## src/rtl/gpc_pkg.sv

```systemverilog
package gpc_pkg;
   // clock and oscillator timing
   localparam int CLK_HZ = 200_000_000;
   localparam int OSC_HZ = 32768;
   localparam int OSC_DIV_DEF = CLK_HZ / OSC_HZ; // clk cycles per oscillator tick
   localparam int RES_MIN_US = 500;
   localparam int RES_MIN_CYC = (RES_MIN_US * (CLK_HZ / 1_000_000));

   // chattering filter periods, ms and oscillator ticks
   localparam int FILT_SLOW_MS = 32;
   localparam int FILT_TYP_MS = 8;
   localparam int FILT_FAST_MS = 2;
   localparam int FILT_SLOW_OSC = 1024;
   localparam int FILT_TYP_OSC = 256;
   localparam int FILT_FAST_OSC = 64;
   localparam int FILT_CNT_W = 24;

   // buzzer tones as divider stages: 4 kHz carrier, 2 kHz or 1 kHz envelope
   localparam int BUZZ_CARRIER_BIT = 2;
   localparam int BUZZ_ENV2K_BIT = 3;
   localparam int BUZZ_ENV1K_BIT = 4;

   // lcd alternation: 32 Hz from 1024 ticks, 42.7 Hz from 768 ticks
   localparam int ALT_FULL_OSC = 1024;
   localparam int ALT_THIRD_OSC = 768;
   localparam int NSEG = 25;
   localparam int NCOM = 4;

   // register byte offsets
   localparam logic [7:0] REG_DIR = 8'h00;
   localparam logic [7:0] REG_OUTP = 8'h04;
   localparam logic [7:0] REG_PORTA = 8'h08;
   localparam logic [7:0] REG_PORTB = 8'h0c;
   localparam logic [7:0] REG_SWIN = 8'h10;
   localparam logic [7:0] REG_DATAIN = 8'h14;
   localparam logic [7:0] REG_MISC = 8'h18;
   localparam logic [7:0] REG_FLAGS = 8'h1c;
   localparam logic [7:0] REG_MASK = 8'h20;
   localparam logic [7:0] REG_SEG = 8'h24;

   // field positions
   localparam int DIR_A = 0;
   localparam int DIR_B = 1;
   localparam int MISC_LAMP = 2;
   localparam int MISC_PULL = 3;
   localparam int FLG_DATA = 0;
   localparam int FLG_SW = 1;
   localparam int FLG_EDGE = 2;
   localparam int FLG_TMR = 3;
   localparam int FLG_DIV = 4;
   localparam int NFLAGS = 5;

   typedef enum logic [1:0] {BZ_OFF, BZ_TONE, BZ_MOD} gpc_buzz_t;
   typedef enum logic [2:0] {LCD_STATIC, LCD_H2, LCD_H3, LCD_H4, LCD_T3, LCD_T4} gpc_lcd_t;
   typedef enum logic [1:0] {FILT_SLOW, FILT_TYP, FILT_FAST} gpc_filt_t;
endpackage

```

## src/rtl/gpc_debounce.sv

```systemverilog
`timescale 1ns/1ps
`default_nettype none
module gpc_debounce
   import gpc_pkg::*;
#(
   parameter int PERIOD_CYC = 256
)(
   // clock and reset
   input wire logic clk,
   input wire logic rst,
   // raw pins and filtered result
   input wire logic [3:0] pinIn,
   output logic [3:0] filtOut
);
   localparam logic [FILT_CNT_W-1:0] LIM = FILT_CNT_W'(PERIOD_CYC - 1);

   typedef struct packed {
      logic [3:0] s1;
      logic [3:0] s2;
      logic [3:0] filt;
      logic [3:0][FILT_CNT_W-1:0] cnt;
   } gpc_deb_t;

   gpc_deb_t st_reg, st_next;

   // per bit: any bounce restarts the stability count
   always_comb
   begin
      st_next = st_reg;
      st_next.s1 = pinIn;
      st_next.s2 = st_reg.s1;
      for (int i = 0; i < 4; i++)
      begin
         if (st_reg.s2[i] == st_reg.filt[i])
            st_next.cnt[i] = '0;
         else if (st_reg.cnt[i] == LIM)
         begin
            st_next.filt[i] = st_reg.s2[i];
            st_next.cnt[i] = '0;
         end
         else
            st_next.cnt[i] = st_reg.cnt[i] + 1'b1;
      end
   end

   // pins are pulled down, so filtered state starts low
   always_ff @(posedge clk)
   begin
      if (rst)
         st_reg <= '0;
      else
         st_reg <= st_next;
   end

   assign filtOut = st_reg.filt;
endmodule
`default_nettype wire

```

## src/rtl/gpc_pin_io.sv

```systemverilog
// The implementer's own choices: the register addresses and the APB interface to the registers.
`timescale 1ns/1ps
`default_nettype none
module gpc_pin_io
   import gpc_pkg::*;
#(
   parameter int OSC_DIV = OSC_DIV_DEF,
   parameter gpc_filt_t FILT_SEL = FILT_TYP,
   parameter bit BUZZ_ALT1K = 1'b0,
   parameter bit RES_ACTIVE_HIGH = 1'b0,
   parameter bit EDGE_RISING = 1'b1,
   parameter gpc_lcd_t LCD_METHOD = LCD_T4,
   parameter logic [NSEG-1:0] LCD_GP_MASK = 25'h0000000,
   parameter bit SEG_RESET_LIT = 1'b0,
   parameter bit GP_RESET_HIGH = 1'b0,
   parameter logic [3:0] OUT_RESET = 4'h0
)(
   // clock and reset
   input wire logic clk,
   input wire logic rst,
   // apb slave
   input wire logic psel,
   input wire logic penable,
   input wire logic pwrite,
   input wire logic [7:0] paddr,
   input wire logic [31:0] pwdata,
   output logic [31:0] prdata,
   output logic pready,
   output logic pslverr,
   // dedicated inputs and their pull-downs
   input wire logic [3:0] switchInPort,
   input wire logic [3:0] dataInPort,
   output logic [3:0] pullDownEn,
   // bidirectional ports
   input wire logic [3:0] bidirAIn,
   output logic [3:0] bidirAOut,
   output logic [3:0] bidirAOe,
   input wire logic [3:0] bidirBIn,
   output logic [3:0] bidirBOut,
   output logic [3:0] bidirBOe,
   // dedicated outputs
   output logic [3:0] outLatchPort,
   output logic buzzerOut,
   output logic lampDriveOut,
   // init and interrupt pins, timer event from the core
   input wire logic chipInitPin,
   input wire logic edgeIrqPin,
   input wire logic tmrWrapPulse,
   // lcd
   output logic [NSEG-1:0] lcdDrivePin,
   output logic [NCOM-1:0] lcdBackplane,
   // interrupt
   output logic irq
);
   localparam int FILT_OSC = (FILT_SEL == FILT_SLOW) ? FILT_SLOW_OSC :
                             (FILT_SEL == FILT_FAST) ? FILT_FAST_OSC : FILT_TYP_OSC;
   localparam int FILT_CYC = FILT_OSC * OSC_DIV;
   localparam logic [12:0] OSC_LIM = 13'(OSC_DIV - 1);
   localparam bit THIRD = (LCD_METHOD == LCD_H3) || (LCD_METHOD == LCD_T3);
   localparam logic [9:0] ALT_LIM = THIRD ? 10'(ALT_THIRD_OSC - 1) : 10'(ALT_FULL_OSC - 1);
   localparam logic [2:0] COM_LINES = (LCD_METHOD == LCD_STATIC) ? 3'h1 :
                                      (LCD_METHOD == LCD_H2) ? 3'h2 :
                                      THIRD ? 3'h3 : 3'h4;
   localparam logic [NSEG-1:0] SEG_RST = (LCD_GP_MASK & {NSEG{GP_RESET_HIGH}}) |
                                         (~LCD_GP_MASK & {NSEG{SEG_RESET_LIT}});

   typedef struct packed {
      logic rS1;
      logic rS2;
      logic eS1;
      logic eS2;
      logic [3:0] aS1;
      logic [3:0] aS2;
      logic [3:0] bS1;
      logic [3:0] bS2;
      logic initAct;
      logic eOld;
      logic dirA;
      logic dirB;
      logic [3:0] outA;
      logic [3:0] outB;
      logic [3:0] outLatch;
      gpc_buzz_t buzzMode;
      logic lamp;
      logic pullEn;
      logic [NFLAGS-1:0] flags;
      logic [NFLAGS-1:0] mask;
      logic [NSEG-1:0] segData;
      logic [3:0] swOld;
      logic [3:0] dataOld;
      logic [12:0] oscCnt;
      logic [14:0] divCnt;
      logic [9:0] altCnt;
      logic altPol;
      logic pready;
      logic pslverr;
      logic [31:0] prdata;
      logic irq;
      logic buzz;
      logic [NSEG-1:0] lcdSeg;
      logic [NCOM-1:0] lcdCom;
   } gpc_state_t;

   // init synchronisers start at the idle level, else a released reset looks like an init pulse
   localparam gpc_state_t ST_RST = '{buzzMode: BZ_OFF, pullEn: 1'b1, outLatch: OUT_RESET,
                                     rS1: ~RES_ACTIVE_HIGH, rS2: ~RES_ACTIVE_HIGH,
                                     segData: SEG_RST, lcdSeg: SEG_RST, default: '0};

   gpc_state_t st_reg, st_next;
   logic [3:0] swFilt;
   logic [3:0] dataFilt;
   logic filtRst;

   // debouncers restart with the chip, so the init pin clears them too
   assign filtRst = rst | st_reg.initAct;

   gpc_debounce #(.PERIOD_CYC(FILT_CYC)) u_sw_filt (
      .clk(clk),
      .rst(filtRst),
      .pinIn(switchInPort),
      .filtOut(swFilt)
   );

   gpc_debounce #(.PERIOD_CYC(FILT_CYC)) u_data_filt (
      .clk(clk),
      .rst(filtRst),
      .pinIn(dataInPort),
      .filtOut(dataFilt)
   );

   logic access;
   logic done;
   logic wr;
   logic oscTick;
   logic edgeEv;
   logic [3:0] dataCh;
   logic [NFLAGS-1:0] ev;
   logic [NFLAGS-1:0] w1c;
   logic [31:0] rd;
   logic rdErr;
   logic [1:0] row;

   // whole next-state computation
   always_comb
   begin
      st_next = st_reg;
      // synchronisers
      st_next.rS1 = chipInitPin;
      st_next.rS2 = st_reg.rS1;
      st_next.eS1 = edgeIrqPin;
      st_next.eS2 = st_reg.eS1;
      st_next.aS1 = bidirAIn;
      st_next.aS2 = st_reg.aS1;
      st_next.bS1 = bidirBIn;
      st_next.bS2 = st_reg.bS1;
      st_next.initAct = (st_reg.rS2 == RES_ACTIVE_HIGH);
      st_next.eOld = st_reg.eS2;

      // oscillator tick and 15-stage divider
      oscTick = (st_reg.oscCnt == OSC_LIM);
      st_next.oscCnt = oscTick ? 13'h0000 : st_reg.oscCnt + 13'h0001;
      if (oscTick)
      begin
         st_next.divCnt = st_reg.divCnt + 15'h0001;
         if (st_reg.altCnt == ALT_LIM)
         begin
            st_next.altCnt = 10'h000;
            st_next.altPol = ~st_reg.altPol;
         end
         else
            st_next.altCnt = st_reg.altCnt + 10'h001;
      end

      // events
      edgeEv = EDGE_RISING ? (st_reg.eS2 & ~st_reg.eOld) : (~st_reg.eS2 & st_reg.eOld);
      dataCh = dataFilt ^ st_reg.dataOld;
      st_next.swOld = swFilt;
      st_next.dataOld = dataFilt;
      ev = '0;
      ev[FLG_DATA] = $onehot(dataCh) && ((dataFilt & ~dataCh) == 4'h0);
      ev[FLG_SW] = (swFilt != st_reg.swOld);
      ev[FLG_EDGE] = edgeEv;
      ev[FLG_TMR] = tmrWrapPulse;
      ev[FLG_DIV] = oscTick && (st_reg.divCnt == 15'h7fff);

      // apb: one wait state, write lands on the edge that sees pready
      access = psel & penable;
      done = access & st_reg.pready;
      rd = 32'h00000000;
      rdErr = 1'b0;
      case (paddr)
         REG_DIR: rd = {30'h00000000, st_reg.dirB, st_reg.dirA};
         REG_OUTP: rd = {28'h0000000, st_reg.outLatch};
         REG_PORTA: rd = {24'h000000, st_reg.outA, st_reg.aS2};
         REG_PORTB: rd = {24'h000000, st_reg.outB, st_reg.bS2};
         REG_SWIN: rd = {28'h0000000, swFilt};
         REG_DATAIN: rd = {28'h0000000, dataFilt};
         REG_MISC: rd = {28'h0000000, st_reg.pullEn, st_reg.lamp, 2'(st_reg.buzzMode)};
         REG_FLAGS: rd = {27'h0000000, st_reg.flags};
         REG_MASK: rd = {27'h0000000, st_reg.mask};
         REG_SEG: rd = {7'h00, st_reg.segData};
         default: rdErr = 1'b1;
      endcase
      st_next.pready = access & ~st_reg.pready;
      if (access & ~st_reg.pready)
      begin
         st_next.prdata = pwrite ? 32'h00000000 : rd;
         st_next.pslverr = rdErr;
      end
      wr = done & pwrite & ~rdErr;
      w1c = '0;
      if (wr)
      begin
         case (paddr)
            REG_DIR:
            begin
               st_next.dirA = pwdata[DIR_A];
               st_next.dirB = pwdata[DIR_B];
            end
            REG_OUTP: st_next.outLatch = pwdata[3:0];
            REG_PORTA: st_next.outA = pwdata[7:4];
            REG_PORTB: st_next.outB = pwdata[7:4];
            REG_MISC:
            begin
               st_next.buzzMode = (pwdata[1:0] == 2'h3) ? BZ_OFF : gpc_buzz_t'(pwdata[1:0]);
               st_next.lamp = pwdata[MISC_LAMP];
               st_next.pullEn = pwdata[MISC_PULL];
            end
            REG_FLAGS: w1c = pwdata[NFLAGS-1:0];
            REG_MASK: st_next.mask = pwdata[NFLAGS-1:0];
            REG_SEG: st_next.segData = pwdata[NSEG-1:0];
            default: w1c = '0;
         endcase
      end
      // an event in the clearing cycle survives
      st_next.flags = (st_reg.flags & ~w1c) | ev;

      // buzzer tone from divider stages
      case (st_next.buzzMode)
         BZ_TONE: st_next.buzz = st_next.divCnt[BUZZ_CARRIER_BIT];
         BZ_MOD: st_next.buzz = st_next.divCnt[BUZZ_CARRIER_BIT] &
                                (BUZZ_ALT1K ? st_next.divCnt[BUZZ_ENV1K_BIT] :
                                              st_next.divCnt[BUZZ_ENV2K_BIT]);
         default: st_next.buzz = 1'b0;
      endcase

      // backplane scan; bias levels are analog and not modelled here
      case (LCD_METHOD)
         LCD_STATIC: row = 2'h0;
         LCD_H2: row = {1'b0, st_next.altCnt[9]};
         default: row = st_next.altCnt[9:8];
      endcase
      for (int i = 0; i < NCOM; i++)
      begin
         st_next.lcdCom[i] = (3'(i) < COM_LINES) ? ((2'(i) == row) ^ st_next.altPol) : 1'b0;
      end
      // lit segment sits opposite the selected backplane; general pins are plain levels
      for (int k = 0; k < NSEG; k++)
      begin
         st_next.lcdSeg[k] = LCD_GP_MASK[k] ? st_next.segData[k] :
                             (st_next.segData[k] ~^ st_next.altPol);
      end

      // init pin puts the port back to its reset picture, synchronisers excepted
      if (st_reg.initAct)
      begin
         st_next = ST_RST;
         st_next.rS1 = chipInitPin;
         st_next.rS2 = st_reg.rS1;
         st_next.eS1 = edgeIrqPin;
         st_next.eS2 = st_reg.eS1;
         st_next.aS1 = bidirAIn;
         st_next.aS2 = st_reg.aS1;
         st_next.bS1 = bidirBIn;
         st_next.bS2 = st_reg.bS1;
         st_next.initAct = (st_reg.rS2 == RES_ACTIVE_HIGH);
         st_next.eOld = st_reg.eS2;
      end
      st_next.irq = |(st_next.flags & st_next.mask);
   end

   // state register
   always_ff @(posedge clk)
   begin
      if (rst)
         st_reg <= ST_RST;
      else
         st_reg <= st_next;
   end

   // outputs straight from the state register
   assign prdata = st_reg.prdata;
   assign pready = st_reg.pready;
   assign pslverr = st_reg.pslverr;
   assign pullDownEn = {4{st_reg.pullEn}};
   assign bidirAOut = st_reg.outA;
   assign bidirAOe = {4{st_reg.dirA}};
   assign bidirBOut = st_reg.outB;
   assign bidirBOe = {4{st_reg.dirB}};
   assign outLatchPort = st_reg.outLatch;
   assign buzzerOut = st_reg.buzz;
   assign lampDriveOut = st_reg.lamp;
   assign lcdDrivePin = st_reg.lcdSeg;
   assign lcdBackplane = st_reg.lcdCom;
   assign irq = st_reg.irq;
endmodule
`default_nettype wire

```

## config.mk

```make
export PLATFORM = sky130hd
export DESIGN_NAME = gpc_pin_io
export DESIGN_NICKNAME = d
export VERILOG_FILES = /design/src/rtl/gpc_pkg.sv /design/src/rtl/gpc_debounce.sv /design/src/rtl/gpc_pin_io.sv
export SDC_FILE = /design/constraint.sdc
export NUM_CORES = 1
export LEC_CHECK = 0
export BUFFER_PORTS_ARGS = -buffer_cell sky130_fd_sc_hd__buf_2
export CAP_MARGIN = 20
export CORE_UTILIZATION = 35
export CTS_BUF_LIST = sky130_fd_sc_hd__clkbuf_2
export DETAILED_ROUTE_END_ITERATION = 8
export GPL_ROUTABILITY_DRIVEN = 1
export PLACE_DENSITY = 0.61
export SETUP_SLACK_MARGIN = 0.05
export SYNTH_ARGS = -nofsm -noshare
export SYNTH_HDL_FRONTEND = slang
export SYNTH_SLANG_ARGS = --single-unit
```

## constraint.sdc

```tcl
create_clock -name clk -period 3.5 [get_ports clk]
set_clock_uncertainty 0.05 [all_clocks]
set_input_delay 0.7 -clock clk [delete_from_list [all_inputs] [get_ports clk]]
set_output_delay 0.7 -clock clk [all_outputs]
set_load 0.05 [all_outputs]
```

# Word level (Yosys, flattened, before mapping)
# Cells that the tools add are included.
# W data, S select, Z words.
# totals
reg_bits	403
latchBits	0
mem_bits_rw	0
mem_bits_ro	0
in_bits	64
out_inout_bits	90
n_memories	0
# classes
addsub	14
n_mul	0
div_mod_pow	0
n_lt_le_gt_ge	0
n_eq_ne	36
n_shift	0
n_mux	18
n_bitwise	56
reduce_logical	30
# ops
operator	count
$pmux W25 S10	1
$add A24 B1 Y24 const B	8
$eq A24 B21 Y1 const B	8
$mux W147	1
$mux W33	1
$eq A8 B5 Y1 const B	4
$mux W32	1
$mux W30	1
$reduce_or A3 Y1	9
$mux W26	1
$reduce_and A2 Y1	13
$mux W25	1
$xnor A1 B1 Y1	25
$eq A8 B4 Y1 const B	2
$eq A8 B6 Y1 const B	2
$add A15 B1 Y15 const B	1
$eq A15 B15 Y1 const B	1
$mux W5	3
$add A13 B1 Y13 const B	1
$eq A13 B13 Y1 const B	1
$mux W13	1
$not A1 Y1	12
$add A10 B1 Y10 const B	1
$and A5 B5 Y5	2
other kinds (31)	53

# Depth between registers and ports, before layout
# Gate-level depths: netlist of the first run.
# depth
ltp_word	11
mapped_depth	11

# By module
# From an unflattened synthesis of the first run, not the netlist that was laid out.
# hier_totals
hier_cells	1968
area_unflattened_um2	17579.4
# modules_own_cells
module	instances	cells_each	area_each_um2	seq_area_each_um2
gpc_debounce	2	567	4823.4	2162.1
gpc_pin_io	1	834	7932.6	3603.5

# Worst setup path before layout of the first run
# Ideal clock, no wire load.
# synth_path
path_kind	input to register
from	input paddr[7]
to	register st_reg, in the netlist buzzerOut
setup_ps	92
t_arrival_ps	2663
required_time_ps	3358
path_slack_ps	696
stages	8
n_path_buf	1
cell_sequence	nor4b_1 and4b_1 and2_1 clkbuf_1 mux2i_1 inv_1 ha_1 nor4_1
# synth_between
elab_chain_cells	6
elab_cells_between_ends	17
classes_between	eq/ne: 11; mux: 3; bitwise: 1; reduce/logical: 2
# synth_lines
item	line	text
start: declaration	gpc_pin_io.sv:25	input wire logic [7:0] paddr,
$eq A8 B6 Y1, or another cell as far along	gpc_pin_io.sv:191	case (paddr)
$reduce_or A10 Y1 (no source line)	n/a	
$and A1 B1 Y1	gpc_pin_io.sv:210	wr = done & pwrite & ~rdErr;
$mux W4 *	gpc_pin_io.sv:212	if (wr)
$eq A2 B2 Y1 or $eq A2 B1 Y1 (tied branches)	gpc_pin_io.sv:239	case (st_next.buzzMode)
$pmux W1 S2 *	gpc_pin_io.sv:239	
end signal: assignment	gpc_pin_io.sv:288	st_reg <= st_next;
end: declaration	gpc_pin_io.sv:109	gpc_state_t st_reg, st_next;
# Every way passes the cells marked *; elsewhere a longest branch is shown, timed or not.
# A chain may end at the register's enable or synchronous reset.

# Worst setup path in the final report of the first run
# layout_path
from	register u_data_filt.st_reg, in the netlist u_data_filt.filtOut[0]
to	register st_reg, in the netlist irq
# layout_between
elab_chain_cells	9
elab_cells_between_ends	12
classes_between	add/sub: 2; eq/ne: 1; mux: 1; bitwise: 5; reduce/logical: 3
# layout_lines
item	line	text
start: declaration	gpc_debounce.sv:24	gpc_deb_t st_reg, st_next;
start signal: assignment	gpc_debounce.sv:52	st_reg <= st_next;
$xor A4 B4 Y4	gpc_pin_io.sv:176	dataCh = dataFilt ^ st_reg.dataOld;
$add A1 B1 Y2 (implied by the code) or $not A4 Y4 (tied branches)	gpc_pin_io.sv:180	ev[FLG_DATA] = $onehot(dataCh) && ((dataFilt & ~dataCh) == 4'h0);
$add A2 B2 Y3 (implied by the code) or $and A4 B4 Y4 (tied branches)	gpc_pin_io.sv:180	
$eq A3 B1 Y1 or $logic_not A4 Y1 (tied branches)	gpc_pin_io.sv:180	
$logic_and A1 B1 Y1 *	gpc_pin_io.sv:180	
$or A5 B5 Y5 *	gpc_pin_io.sv:236	st_next.flags = (st_reg.flags & ~w1c) | ev;
$mux W147 *	gpc_pin_io.sv:265	if (st_reg.initAct)
$and A5 B5 Y5 *	gpc_pin_io.sv:279	st_next.irq = |(st_next.flags & st_next.mask);
$reduce_or A5 Y1 *	gpc_pin_io.sv:279	
# Marks and branches as above.

==> results of run 1 <==
-- per-stage QoR --
stage | cells | power [uW]
after floorplan | 1840 | 4890
after global placement | 2447 | 4970
after detailed placement | 2447 | 4970
after CTS | 2672 | 8080
after global routing | 2674 | 8340
final | 2674 | 7920
-- cells in the final DEF, fill, tap and decap left out, types with 3 or more instances in the layout --
cell type / count
sky130_fd_sc_hd__dfxtp_1: 396
sky130_fd_sc_hd__clkinv_1: 13
sky130_fd_sc_hd__nor3_1: 19
sky130_fd_sc_hd__nor2_1: 374
sky130_fd_sc_hd__a222oi_1: 4
sky130_fd_sc_hd__mux2i_1: 54
sky130_fd_sc_hd__xnor2_1: 115
sky130_fd_sc_hd__and2_1: 43
sky130_fd_sc_hd__nor2b_1: 25
sky130_fd_sc_hd__nand2_1: 89
sky130_fd_sc_hd__nor4_1: 19
sky130_fd_sc_hd__clkbuf_2: 146
sky130_fd_sc_hd__dlygate4sd3_1: 56
sky130_fd_sc_hd__nand4_1: 45
sky130_fd_sc_hd__or2_2: 6
sky130_fd_sc_hd__conb_1: 7
sky130_fd_sc_hd__buf_4: 14
sky130_fd_sc_hd__or4_1: 6
sky130_fd_sc_hd__and3_1: 59
sky130_fd_sc_hd__inv_1: 30
sky130_fd_sc_hd__nand3_1: 96
sky130_fd_sc_hd__o21ai_0: 14
sky130_fd_sc_hd__a22oi_1: 32
sky130_fd_sc_hd__a31oi_1: 4
sky130_fd_sc_hd__a21oi_1: 26
sky130_fd_sc_hd__nor4b_1: 7
sky130_fd_sc_hd__a22o_1: 3
sky130_fd_sc_hd__buf_2: 139
sky130_fd_sc_hd__or3_1: 13
sky130_fd_sc_hd__ha_1: 20
sky130_fd_sc_hd__xor2_1: 127
sky130_fd_sc_hd__and4_1: 24
sky130_fd_sc_hd__clkinv_2: 3
-- layer usage --
layer	up-vias	wire length [microns]	GRT usage, %
li1	6416	-	-
met3	73	2040	3.88
met1	5954	16600	19.0
met2	246	16700	23.5
met4	2	1050	7.13
met5	-	17	0
-- path summary, 6_finish.rpt --
| check | end | depth (start not counted) | slack (ns) | from |
|---|---|---|---|---|
| hold / removal | pslverr | 5 | 0.17 | paddr[1] |
| hold reg to reg | st_reg[166] | 1 | 0.35 | st_reg[185] |
| setup reg to reg | irq | 11 | 0.79 | u_data_filt.filtOut[0] |
| setup / recovery | irq | 11 | 0.79 | u_data_filt.filtOut[0] |
-- cell families after synthesis --
group	synth area share [%]
DFF	47.6
xor gates and xnor gates	12.9
AOI/OAI and AO/OA	3.87
buffers and inverters	6.26
muxes	3.24
and+or+nand+nor	24.5
other	0.0225
adders and majority gates	1.62
-- power by group through the flow --
stage               sequential (uW)  combinational, uW  clock, uW
finish                         4570                344       3000
global route                   4580                370       3390
detailed placement             4680                297          0
CTS                            4570                347       3160
global placement               4670                294          0
floorplan                      4670                219          0
-- tightest hold or removal path, delay by kind of cell --
family	cells	cell delay [ns]
simple gates	3	0.33
mux	1	0.08
buf+inv	1	0.10
-- cell type report --
class / instances / area, sq um
repair buffers: 211 / 1400
inverters: 30 / 113
diodes: 2 / 5.00
flip-flops and latches: 396 / 7930
multi-input cells: 1259 / 7720
clock inverters: 23 / 121
clock buffers: 146 / 731
well taps: 607 / 759
fillers: 4680 / 28000
==> run metrics, run 1 <==
dpl cell area between 0.015 and 0.02 sq mm; critical path, cell by cell ha_1, inv_1, fa_1, inv_1, ha_1, ha_1, nor2_1, and3_1, a2bb2oi_1, o21bai_1, a31oi_1; hold buffers post-CTS 56; Clock transition at path regs about 0.10 ns; warnings from Yosys 0; Largest register FFs 106; # setup viols final 0; CP bufs+invs 2; routability congestion estimate 0.824; GR Overflow Total 0; antenna violations before repair 3; portion of total power attributed to combinational logic 4.3%; Routed Antenna Nets 0; maximum fanout along the worst path 5; DRC violation count after routing 3; total power per unit cell area 422 mW/mm^2; buffer type at the clock tree root sky130_fd_sc_hd__clkbuf_2; TritonCTS clock tree yes; worst skew pair latency approximately 1.1 ns; min setup slack post-route 0.788 ns; most area-hungry cell type in the Yosys netlist sky130_fd_sc_hd__dfxtp_1; Worst Path Class, Setup reg2reg; Arr. time, crit path 3.66 ns; switching power 2120 uW; switching fraction of total power 26.8%; portion of total power attributed to sequential cells around 58%; kind of capture point of the worst setup path register; Leakage Power 0.00715 uW; pin count of the biggest net entering global routing 121; synthesized cell area 0.0167 sq mm; crit share post-route 77.5%; crit path time final 2.71 ns; biggest cell delay along the critical path 0.53 ns; maximum vdd ir drop 0.000252 V; count of max-cap constraint violations 0; sequential-to-total area share from yosys stat 47.6%; count of different cell masters after synthesis 54; area of the core 0.0468 sq mm; number of global-route vias before repair 12200; overall via count from detail_route 12700; area share of the largest cell type after synthesis 47.6%; number of search-and-repair iterations in the first detailed-routing pass 7; violations in the final reports DRC; die width 220 microns; average wire length per cell after detail routing 13.6 microns; Top FF cell, synth sky130_fd_sc_hd__dfxtp_1; Total Die Area 0.0485 sq mm; final setup TNS 0 ns; number of endpoints with negative hold slack in the final report 0; mean instance size in the synthesized netlist 9.09 sq um; drt initial violations 604; Least-Margin Pin Slew 0.830 ns; Top Family by Delay on Critical Path adder cells; Total Nets Final ~2100; status complete, but fails checks; Peak Freq approximately 370 MHz; most frequently used cell type in the post-synthesis netlist sky130_fd_sc_hd__dfxtp_1; Slew Limit Headroom 44.6%; final max-slew violation count 0; maximum number of buffers from clock root to sink 3; setup bufs post-CTS 0; post-CTS resize count 0; number of synthesized flops with an enable pin 0; layout-stage area growth over the synthesis result 12.7%; average via count per standard cell 4.75; number of placement rows 79; clock tree sinks 396; cell type of the slowest stage on the worst timing path sky130_fd_sc_hd__fa_1; initial standard-cell utilization of the core 35.6%; hold slack final around 0.17 ns; die height 220 microns; Post-synth ARST share 0%; first-pass GRT wire length 58800 microns; number of input and output port buffers inserted 139; Hold Path Class in2reg; io pins roughly 150; fraction of final layout cells sized beyond drive strength 1 15.7%; All-Layer GR Usage 15.0%; Clock power frac between 30% and 40%; Critical Path RT 4.44 ns; post-place setup slack 0.505 ns; setup repair after global routing missed its margin no; most used standard cells in the synthesized netlist sky130_fd_sc_hd__dfxtp_1 (396), sky130_fd_sc_hd__nor2_1 (375), sky130_fd_sc_hd__xor2_1 (127); Routed Wire Length 36400 microns; post-layout instance area 0.0188 sq mm; Final HPWL DP 24800 microns; maximum level of the CTS H-tree 3; Post-Route Utilization 40.2%; total of flip-flops plus latches after synthesis between 300 and 400; P_int slightly below 6000 uW; Worst setup SP type register; most frequent CP cell sky130_fd_sc_hd__ha_1; number of buffers inserted during clock tree synthesis 100; main area contributors after synthesis sky130_fd_sc_hd__dfxtp_1 (48%), sky130_fd_sc_hd__nor2_1 (8.4%), sky130_fd_sc_hd__xor2_1 (6.7%); gate count of the mapped netlist 1834
Note: power is estimated with default switching activity, not from simulation.
==> run 2: changes to the inputs <==
==> constraint.sdc (replaced) <==
create_clock -name clk -period 2.5 [get_ports clk]
set_clock_uncertainty 0.05 [all_clocks]
set_input_delay 0.5 -clock clk [delete_from_list [all_inputs] [get_ports clk]]
set_output_delay 0.5 -clock clk [all_outputs]
set_load 0.05 [all_outputs]
==> run 2 against run 1 <==
Effect of this change: the flow still finishes with violations (DRC); total power increased by 40%; setup slack got worse by 0.73 ns; count of clock-buffer cells in the layout decreased by 5; critical path type unchanged; critical endpoint unchanged; largest power group unchanged.
==> run metrics, run 2 (synthesized netlist as in run 1, its figures left out) <==
status complete, but fails checks; violations in the final reports DRC; # setup viols final 0; Slew Limit Headroom 60.4%; buffer type at the clock tree root sky130_fd_sc_hd__clkbuf_2; average wire length per cell after detail routing ~14 microns; switching power 2910 uW; TritonCTS clock tree yes; overall via count from detail_route 12900; Worst Path Class, Setup reg2reg; Largest register FFs ~110; die height 220 microns; die width roughly 220 microns; number of standard cells in the final layout excluding fillers 2734; final max-slew violation count 0; critical path, cell by cell ha_4, inv_2, fa_1, inv_2, ha_4, ha_4, nor2_1, and3_4, a2bb2oi_2, o21bai_1, a31oi_1; post-place setup slack -0.0718 ns; routability congestion estimate 0.817; total power per unit cell area 569 mW/mm^2; Clock power frac approximately 38%; Worst setup SP type register; pin count of the biggest net entering global routing 111; Leakage Power around 0.0074 uW; number of endpoints with negative hold slack in the final report 0; Least-Margin Pin Slew 0.588 ns; worst-case reg-to-reg path depth 11; crit path time final 2.44 ns; first-pass GRT wire length 61200 microns; endpoint of the worst hold-timing path st_reg[143]; switching fraction of total power 26.3%; cell type of the slowest stage on the worst timing path sky130_fd_sc_hd__fa_1; number of buffers inserted during clock tree synthesis 98; portion of total power attributed to combinational logic 4.6%; number of input and output port buffers inserted 139; placed cell count 2487; portion of total power attributed to sequential cells 57.8%; min setup slack post-route 0.0607 ns; fraction of final layout cells sized beyond drive strength 1 approximately 18%; average via count per standard cell 4.72; dpl cell area 0.0177 sq mm; maximum fanout along the worst path 2; final setup TNS 0 ns; antenna violations before repair 4; biggest cell delay along the critical path 0.55 ns; crit share post-route approximately 98%; Peak Freq around 410 MHz; Arr. time, crit path between 3 and 4 ns; Total Nets Final approximately 2100; initial standard-cell utilization of the core 35.6%; io pins 154; kind of capture point of the worst setup path register; worst skew pair latency 1.04 ns; layout-stage area growth over the synthesis result 16.8%; reg-to-reg critical path endpoint irq; clock tree sinks 396; Critical Path RT 3.31 ns; P_int between 8000 and 9000 uW; Total Die Area roughly 0.048 sq mm; R2R Setup Slk 0.06 ns; fill cell total of the finished layout 4692; GR Overflow Total 0; drt initial violations between 600 and 700; number of placement rows 79; maximum vdd ir drop 0.000340 V; post-layout instance area 0.0195 sq mm; hold depth 6; most frequent CP cell sky130_fd_sc_hd__ha_4; most frequent standard cell in the layout excluding fill and tap cells sky130_fd_sc_hd__dfxtp_1; maximum number of buffers from clock root to sink 3; maximum level of the CTS H-tree 3; setup repair after global routing missed its margin yes; number of global-route vias before repair 12600; number of search-and-repair iterations in the first detailed-routing pass 9; Routed Wire Length 37600 microns; Routed Antenna Nets 0; count of max-cap constraint violations 0; DRC violation count after routing 4; area of the core between 0.04 and 0.05 sq mm; Clock transition at path regs roughly 0.1 ns; Hold Path Class in2reg; Final HPWL DP 25700 microns; hold_sp paddr[7]; All-Layer GR Usage 15.5%; reg2reg start u_data_filt.filtOut[3]; top library cells by usage in the layout, fill and taps aside sky130_fd_sc_hd__dfxtp_1 (389), sky130_fd_sc_hd__nor2_1 (374), sky130_fd_sc_hd__clkbuf_2 (141)
## run 2: what timing repair did
action,in CTS,in global routing
hold buffers,67,0
pin swaps,4,12
gates cloned,0,2
endpoints found under the setup margin,15,44
buffers inserted,0,5
hold endpoints to repair,118,0
gates resized for setup,7,27
## run 2: layer usage
layer	GRT usage, %	wire [microns]
met5	0	10
met2	25.0	17600
met4	5.77	873
met3	4.48	1920
met1	19.5	17300
## run 2: cell type report
cell class | instances | area, sq um | share of cell area (%)
diodes | 4 | 10.0 | 0.0514
flip-flops and latches | 396 | 7940 | 40.8
well taps | 607 | 759 | 3.90
inverters | 30 | 113 | 0.579
clock inverters | 28 | 140 | 0.720
multi-input cells | 1259 | 7820 | 40.2
clock buffers | 141 | 706 | 3.63
repair buffers | 269 | 1980 | 10.2
## run 2: power groups by stage
| stage | logic, uW | registers (uW) | clock network (uW) |
|---|---|---|---|
| 2_1_floorplan | 307 | 6540 | 0 |
| 3_3_place_gp | 427 | 6540 | 0 |
| 3_5_place_dp | 432 | 6540 | 0 |
| 4_1_cts | 519 | 6400 | 4370 |
| 5_1_grt | 552 | 6410 | 4710 |
| 6_report | 513 | 6400 | 4160 |
## run 2: worst max-delay path: cells and delay by family (launching register included)
family	cells	cell delay (ns)
compound gates	3	0.42
fa+ha+maj	4	1.19
flops	1	0.35
simple gates	2	0.20
buf+inv	2	0.08
## run 2: worst max-delay path by stage
stage,start,end,slack [ns],cells past startpoint
floorplan,pready,lcdDrivePin[24],0.08,9
global placement,u_data_filt.filtOut[0],irq,0.01,11
detailed placement,paddr[3],buzzerOut,-0.07,8
CTS,pullDownEn[0],pullDownEn[2],-0.003,1
global route,u_data_filt.filtOut[3],irq,0.01,11
finish,u_data_filt.filtOut[3],irq,0.06,11
## run 2: per-stage QoR
step           util [%]  hold slack (ns)  total power [uW]
2_1_floorplan         -            0.313              6850
3_3_place_gp       37.9            0.325              6970
3_5_place_dp       37.9            0.322              6980
4_1_cts            41.2           0.0231             11300
5_1_grt            41.6           0.0481             11700
6_report           41.6            0.153             11100
